--- src/dar_map.svh ---
`ifndef DAR_MAP_SVH
`define DAR_MAP_SVH
`define DAR_NUM_INPUTS 4
`define DAR_SEL_W 2
`define DAR_CLK_MHZ 250
`define DAR_MAX_SYM_KHZ 12288
`define DAR_MIN_FS_KHZ 32
`define DAR_MAX_FS_KHZ 192
`define DAR_CNT_W 12
`define DAR_FIFO_DEPTH 16
`define DAR_SAMPLE_W 24
`define DAR_AUDIO_W 29
`define DAR_CS_W 4
`define DAR_SYNC_THRESH 8'd4
`define DAR_BLOCK_FRAMES 8'd192
// Cycles per half-bit at slowest rate: 250 MHz / (32 kHz * 128), rounded down, plus one
`define DAR_MAX_HALF 12'(`DAR_CLK_MHZ * 1000 / (`DAR_MIN_FS_KHZ * 128) + 1)
// Least half-bit: 250 MHz / 12.288 MHz, rounded down, giving 20
`define DAR_MIN_HALF 12'(`DAR_CLK_MHZ * 1000 / `DAR_MAX_SYM_KHZ)
// Frame field positions
`define DAR_BIT_PARITY 31
`define DAR_BIT_CHSTAT 30
`define DAR_BIT_USER 29
`define DAR_BIT_VALID 28
`endif

--- src/dar_pkg.sv ---
package dar_pkg;
  typedef enum logic [3:0] {
    DAR_ST_IDLE = 4'b0001,
    DAR_ST_MEAS = 4'b0010,
    DAR_ST_SYNC = 4'b0100,
    DAR_ST_RUN = 4'b1000
  } dar_state_t;
  typedef enum logic [1:0] {
    DAR_PRE_NONE = 2'h0,
    DAR_PRE_BLOCK = 2'h1,
    DAR_PRE_CH_A = 2'h2,
    DAR_PRE_CH_B = 2'h3
  } dar_pre_t;
endpackage

--- src/dar_stream_if.sv ---
`timescale 1ns/1ns
interface dar_stream_if #(parameter int W = 29);
  logic valid;
  logic ready;
  logic [W-1:0] data;
  modport src (output valid, output data, input ready);
  modport snk (input valid, input data, output ready);
endinterface

--- src/dar_fifo.sv ---
`timescale 1ns/1ns
module dar_fifo import dar_pkg::*; #(
  parameter int W = 29,
  parameter int DEPTH = 16
) (
  input wire logic clock,
  input wire logic rst,
  dar_stream_if.snk in_s,
  dar_stream_if.src out_s,
  output logic [$clog2(DEPTH):0] level
);
  localparam int AW = $clog2(DEPTH);
  typedef struct packed {
    logic [AW-1:0] wr;
    logic [AW-1:0] rd;
    logic [AW:0] cnt;
  } dar_fifo_st_t;
  dar_fifo_st_t st_reg, st_next;
  logic [W-1:0] mem [DEPTH];
  logic push, pop;
  assign in_s.ready = (st_reg.cnt != (AW+1)'(DEPTH));
  assign out_s.valid = (st_reg.cnt != '0);
  assign out_s.data = mem[st_reg.rd];
  assign push = in_s.valid && in_s.ready;
  assign pop = out_s.valid && out_s.ready;
  assign level = st_reg.cnt;
  always_comb begin
    st_next = st_reg;
    if (push) begin
      st_next.wr = st_reg.wr + 1'b1;
    end
    if (pop) begin
      st_next.rd = st_reg.rd + 1'b1;
    end
    if (push && !pop) begin
      st_next.cnt = st_reg.cnt + 1'b1;
    end else if (pop && !push) begin
      st_next.cnt = st_reg.cnt - 1'b1;
    end
  end
  always_ff @(posedge clock) begin
    if (rst) begin
      st_reg <= '0;
    end else begin
      st_reg <= st_next;
    end
    if (push) begin
      mem[st_reg.wr] <= in_s.data;
    end
  end
endmodule

--- src/dar_receiver.sv ---
`timescale 1ns/1ns
`include "dar_map.svh"
module dar_receiver import dar_pkg::*; (
  input wire logic clock,
  input wire logic rst,
  input wire logic enable,
  input wire logic [`DAR_SEL_W-1:0] input_sel,
  input wire logic [`DAR_NUM_INPUTS-1:0] line_in,
  output logic audio_dma_req,
  input wire logic audio_dma_ack,
  output logic [`DAR_AUDIO_W-1:0] audio_data,
  output logic cs_dma_req,
  input wire logic cs_dma_ack,
  output logic [`DAR_CS_W-1:0] cs_data,
  output logic locked,
  output logic parity_err,
  output logic block_start,
  output logic overrun,
  output logic irq,
  output logic frame_sync
);
  typedef struct packed {
    dar_state_t state;
    logic [2:0] smp;
    logic [`DAR_CNT_W-1:0] run;
    logic [`DAR_CNT_W-1:0] half;
    logic [7:0] nsync;
    logic [7:0] pre_bits;
    logic [3:0] pre_cnt;
    logic [5:0] bitn;
    logic second;
    logic [31:0] shift;
    logic par;
    dar_pre_t pre;
    logic [7:0] frame;
    logic sync;
    logic perr;
    logic blk;
    logic ovr;
    logic [`DAR_AUDIO_W-1:0] adata;
    logic avalid;
    logic [`DAR_CS_W-1:0] cdata;
    logic cvalid;
  } dar_st_t;
  dar_st_t st_reg, st_next;
  logic edge_seen, long_pulse, short_pulse, pre_pulse;
  logic [`DAR_CNT_W-1:0] three_half;
  dar_stream_if #(.W(`DAR_AUDIO_W)) a_in ();
  dar_stream_if #(.W(`DAR_AUDIO_W)) a_out ();
  dar_fifo #(.W(`DAR_AUDIO_W), .DEPTH(`DAR_FIFO_DEPTH)) u_fifo (
    .clock(clock),
    .rst(rst),
    .in_s(a_in),
    .out_s(a_out),
    .level()
  );
  assign a_in.valid = st_reg.avalid;
  assign a_in.data = st_reg.adata;
  assign a_out.ready = audio_dma_ack;
  assign audio_dma_req = a_out.valid;
  assign audio_data = a_out.data;
  assign cs_dma_req = st_reg.cvalid;
  assign cs_data = st_reg.cdata;
  assign locked = (st_reg.state == DAR_ST_RUN);
  assign parity_err = st_reg.perr;
  assign block_start = st_reg.blk;
  assign overrun = st_reg.ovr;
  assign irq = st_reg.perr | st_reg.ovr | st_reg.blk;
  assign frame_sync = st_reg.sync;
  assign edge_seen = st_reg.smp[2] ^ st_reg.smp[1];
  assign three_half = st_reg.half + st_reg.half + st_reg.half;
  assign short_pulse = st_reg.run < st_reg.half + (st_reg.half >> 1);
  assign long_pulse = !short_pulse && (st_reg.run < st_reg.half + st_reg.half + (st_reg.half >> 1));
  assign pre_pulse = st_reg.run >= st_reg.half + st_reg.half + (st_reg.half >> 1);
  always_comb begin
    st_next = st_reg;
    st_next.avalid = 1'b0;
    st_next.blk = 1'b0;
    if (st_reg.cvalid && cs_dma_ack) begin
      st_next.cvalid = 1'b0;
    end
    if (st_reg.avalid && !a_in.ready) begin
      st_next.ovr = 1'b1;
    end
    st_next.smp = {st_reg.smp[1:0], line_in[input_sel]};
    if (st_reg.run != {`DAR_CNT_W{1'b1}}) begin
      st_next.run = st_reg.run + 1'b1;
    end
    if (edge_seen) begin
      st_next.run = `DAR_CNT_W'(1);
    end
    case (st_reg.state)
      DAR_ST_IDLE: begin
        st_next.half = {`DAR_CNT_W{1'b1}};
        st_next.nsync = '0;
        if (enable && edge_seen) begin
          st_next.state = DAR_ST_MEAS;
        end
      end
      DAR_ST_MEAS: begin
        if (edge_seen) begin
          if (st_reg.run < st_reg.half && st_reg.run >= `DAR_MIN_HALF) begin
            st_next.half = st_reg.run;
          end
          st_next.nsync = st_reg.nsync + 1'b1;
          if (st_reg.nsync == 8'hff) begin
            st_next.state = DAR_ST_SYNC;
          end
        end
        if (st_reg.run > `DAR_MAX_HALF * 4) begin
          st_next.state = DAR_ST_IDLE;
        end
      end
      default: begin
        if (!enable || st_reg.run > three_half + st_reg.half) begin
          st_next.state = DAR_ST_IDLE;
        end else if (edge_seen) begin
          if (st_reg.pre_cnt != 4'h0) begin
            st_next.pre_bits = {st_reg.pre_bits[6:0], !short_pulse};
            st_next.pre_cnt = st_reg.pre_cnt + 1'b1;
            if (st_reg.pre_cnt == 4'h3) begin
              st_next.pre_cnt = 4'h0;
              st_next.bitn = 6'h04;
              st_next.second = 1'b0;
              st_next.par = 1'b0;
              st_next.shift = '0;
              // After the lead pulse: short short long is block, long short long is B
              if ({st_reg.pre_bits[1:0], !short_pulse} == 3'b001) begin
                st_next.pre = DAR_PRE_BLOCK;
              end else if ({st_reg.pre_bits[1:0], !short_pulse} == 3'b101) begin
                st_next.pre = DAR_PRE_CH_B;
              end else begin
                st_next.pre = DAR_PRE_CH_A;
              end
              if (st_reg.state == DAR_ST_SYNC) begin
                st_next.nsync = st_reg.nsync + 1'b1;
                if (st_reg.nsync >= `DAR_SYNC_THRESH) begin
                  st_next.state = DAR_ST_RUN;
                end
              end
            end
          end else if (pre_pulse) begin
            st_next.pre_bits = 8'h01;
            st_next.pre_cnt = 4'h1;
          end else if (st_reg.pre != DAR_PRE_NONE) begin
            if (long_pulse) begin
              st_next.shift = {1'b0, st_reg.shift[31:1]};
              st_next.bitn = st_reg.bitn + 1'b1;
              st_next.second = 1'b0;
            end else if (st_reg.second) begin
              st_next.shift = {1'b1, st_reg.shift[31:1]};
              st_next.par = ~st_reg.par;
              st_next.bitn = st_reg.bitn + 1'b1;
              st_next.second = 1'b0;
            end else begin
              st_next.second = 1'b1;
            end
          end
        end
        if (st_reg.bitn == 6'd32 && st_reg.pre != DAR_PRE_NONE) begin
          st_next.pre = DAR_PRE_NONE;
          st_next.bitn = '0;
          if (st_reg.state == DAR_ST_RUN) begin
            st_next.sync = ~st_reg.sync;
            st_next.perr = st_reg.par;
            // samples kept raw for both stream kinds
            st_next.adata = {st_reg.pre == DAR_PRE_CH_B, 3'h0,
                             st_reg.shift[`DAR_BIT_VALID:4]};
            st_next.avalid = 1'b1;
            if (st_reg.pre == DAR_PRE_BLOCK) begin
              st_next.frame = '0;
              st_next.blk = 1'b1;
            end else if (st_reg.pre == DAR_PRE_CH_B) begin
              st_next.frame = st_reg.frame + 1'b1;
            end
            st_next.cdata = {st_reg.pre == DAR_PRE_BLOCK, st_reg.pre == DAR_PRE_CH_B,
                             st_reg.shift[`DAR_BIT_CHSTAT], st_reg.shift[`DAR_BIT_USER]};
            st_next.cvalid = 1'b1;
          end
        end
      end
    endcase
    if (st_next.state == DAR_ST_IDLE) begin
      st_next.pre = DAR_PRE_NONE;
      st_next.pre_cnt = '0;
    end
  end
  always_ff @(posedge clock) begin
    if (rst) begin
      st_reg <= '0;
      st_reg.state <= DAR_ST_IDLE;
      st_reg.pre <= DAR_PRE_NONE;
    end else begin
      st_reg <= st_next;
    end
  end
endmodule

--- config.mk ---
export PLATFORM = sky130hd
export DESIGN_NAME = dar_receiver
export DESIGN_NICKNAME = d
export VERILOG_FILES = /design/src/dar_pkg.sv /design/src/dar_stream_if.sv /design/src/dar_fifo.sv /design/src/dar_receiver.sv
export VERILOG_INCLUDE_DIRS = /design/src /design/src/src
export SDC_FILE = /design/constraint.sdc
export NUM_CORES = 1
export LEC_CHECK = 0
export BUFFER_PORTS_ARGS = -buffer_cell sky130_fd_sc_hd__buf_2
export CAP_MARGIN = 5
export CORE_MARGIN = 5
export CORE_UTILIZATION = 45
export DETAILED_ROUTE_END_ITERATION = 8
export GPL_TIMING_DRIVEN = 0
export HOLD_SLACK_MARGIN = 0.02
export SLEW_MARGIN = 5
export SYNTH_ARGS = -nofsm -noshare
export SYNTH_HDL_FRONTEND = slang
export SYNTH_HIERARCHICAL = 1
export SYNTH_SLANG_ARGS = --single-unit
--- constraint.sdc ---
create_clock -name clock -period 3.6 [get_ports clock]
set_input_delay 0.36 -clock clock [delete_from_list [all_inputs] [get_ports clock]]
set_output_delay 0.36 -clock clock [all_outputs]
set_load 0.005 [all_outputs]
==> results summary <==
The flow ran to the end, but the final reports show violations. The checks that failed: negative setup slack. The average instance area after synthesis came out at 14.9 sq um. The count of nets left with antenna violations once routing finished came out at 0. The register with the most flip-flops in the layout has 464 of them. The via count of the first global-routing pass came out at 15500.

The width of the chip came out at 248 um. The clock input transition at the sequential cells of the worst setup and hold paths came out at 0.06 ns. The number of buffers between clock root and the deepest sink is 3. The share of the clock period used by the worst path is 108%.

The clock sink total came out at 599. STA classifies the critical path startpoint as a register. The post-route netlist has 24.0% of its cells at a drive strength greater than 1.

The worst IR drop on VDD is 0.393 mV. The number of cells in the design after placement came out at 2582. The routed length per instance came out at 21.8 um. TritonCTS built the clock tree. The cell count after synthesis is 1701. During synthesis, Yosys emitted a total of 6 warnings. In this run the cell area of the synthesized design comes to 25400 sq um. The area of the core region is 56200 sq um. The minimum clock period is 3.88 ns. The clock reaches the later pin of the worst-skew pair after 0.64 ns. Setup repair after global routing could not meet its margin everywhere.

The required time of the worst setup path came out at 4.15 ns. Leaving out filler cells and counting taps, the final layout contains 2742. The standard-cell row count is 87. Once placement finished, the instance area stood at 27400 sq um.

The count of pins on the block boundary is 52. The final core area utilization is 54.1%. The detailed placer's ending HPWL came out at 40300 um. The floorplan step defined a die boundary enclosing 61300 sq um. The remaining global-route overflow is 0.

For the pin with the worst max-slew slack, the measured transition is 0.947 ns. The library cell used most frequently in the layout, excluding fill and tap cells, is edfxtp_1. The total via count after detailed routing came out at 15500. Static timing analysis puts the maximum clock frequency at 258 MHz. The setup skew after layout came out at 0.0347 ns. The number of vias per cell after detailed routing is 5.66.

The number of endpoints with negative hold slack in the final report was 0. The post-layout worst setup margin is -0.278 ns. The initial antenna violation count is 0. The count of endpoints failing setup in the final report came out at 40.

The final sum of negative setup slack is -9.03 ns. The count of pins over their slew limit came out at 0. The power per cell area came out at 549 nW/um^2. The starting utilization of the core area is 45.2%.

The number of buffers added to fix hold violations after cts came out at 0. The final weighted congestion in routability-driven placement came out at 0.893. The aggregate global-route resource usage came out at 19.3%.

Total power for the finished layout comes to 16.7 mW. OpenSTA, run right after detailed placement, puts the worst setup slack at -0.853 ns. The number of fillers in the final layout came out at 4601.

The overall die height came out at 248 um. Entering global routing, the biggest net connects 23 pins. Leaving out fill and tap cells, the most frequent cells in the layout are 464 x edfxtp_1, 134 x nand2_1, 131 x dfxtp_1.

The detailed-route wire length is 59800 um. The H-tree depth came out at 2. The tree is rooted in a clkbuf_16. The tool flagged a number of max-cap violations equal to 0. The number of DRC markers in iteration 0 came out at 1228. The total iterations of the first detailed-routing run is 5. The leakage power figure came out at 10.5 nW.

The first global-routing pass estimated 91600 um of wire. STA puts the critical path data arrival time at 4.42 ns. The detailed-route DRC error count came out at 0.

Of all nets on the critical path, the largest fanout is 10. The final standard cell area without fillers came out at 30400 sq um. The final layout net count came out at 2028.

The critical path is of the register to register type. The normalized max-slew margin is 36.6%. In this run the worst hold path is classified as primary input to register. The worst setup path is captured at a register. The layout-stage area growth over the synthesis result came out at 19.8%. In this run, CTS created clock tree buffers numbering 61. Final hold analysis gives a worst-case slack of 0.111 ns. Port buffering added 51 buffers.
## area by class of cell
type | instances | area [sq um] | share of cell area, %
Clock buffer | 84 | 1650 | 5.43
Sequential cell | 599 | 16600 | 54.7
Buffer | 95 | 632 | 2.08
Inverter | 47 | 179 | 0.588
Tap cell | 756 | 946 | 3.11
Antenna cell | 1 | 2.50 | 0.00823
Multi-Input combinational cell | 1007 | 8910 | 29.3
Clock inverter | 32 | 338 | 1.11
Timing Repair Buffer | 121 | 1100 | 3.63
## report_power, final
group          internal [mW]  switching [mW]
registers               7.42          0.0718
clock network           3.59            2.63
logic                   1.49            1.49
total                   12.5            4.20
## critical path, stage by stage (launching register included)
cell,delay (ns)
dfxtp_4,0.37
ha_4,0.17
fa_2,0.36
a21o_1,0.17
a21oi_2,0.16
o21bai_1,0.10
a21oi_2,0.19
o21ai_2,0.11
nor3_2,0.14
a211oi_2,0.07
ha_1,0.31
nand4_1,0.11
buf_6,0.15
nor3_4,0.05
a2111oi_4,0.33
a31oi_4,0.14
buf_12,0.15
nor2_4,0.13
buf_4,0.15
buf_8,0.13
nand4_1,0.14
a21oi_1,0.17
## layer usage
metal | vias to the layer above | track usage (%) | wire, um
met5 | - | 0 | 0
met3 | 102 | 2.82 | 3110
met2 | 422 | 32.4 | 29000
li1 | 7112 | - | -
met1 | 7883 | 26.5 | 26000
met4 | 0 | 5.83 | 1670
## what timing repair did
action,4_1_cts,5_1_grt
gates cloned,5,5
setup buffers,24,12
resized for setup,53,69
setup endpoints to repair,44,44
pin swaps,35,46
## final timing paths
path           startpoint           end  slack (ns)  cells after the start
max reg2reg   st_reg[109]    st_reg[77]       -0.28                     21
max           st_reg[109]    st_reg[77]       -0.28                     21
min          input_sel[1]  st_next[134]        0.11                      3
min reg2reg  st_next[134]  st_next[135]        0.46                      1
No activity file was read; power rests on OpenSTA's default activity.
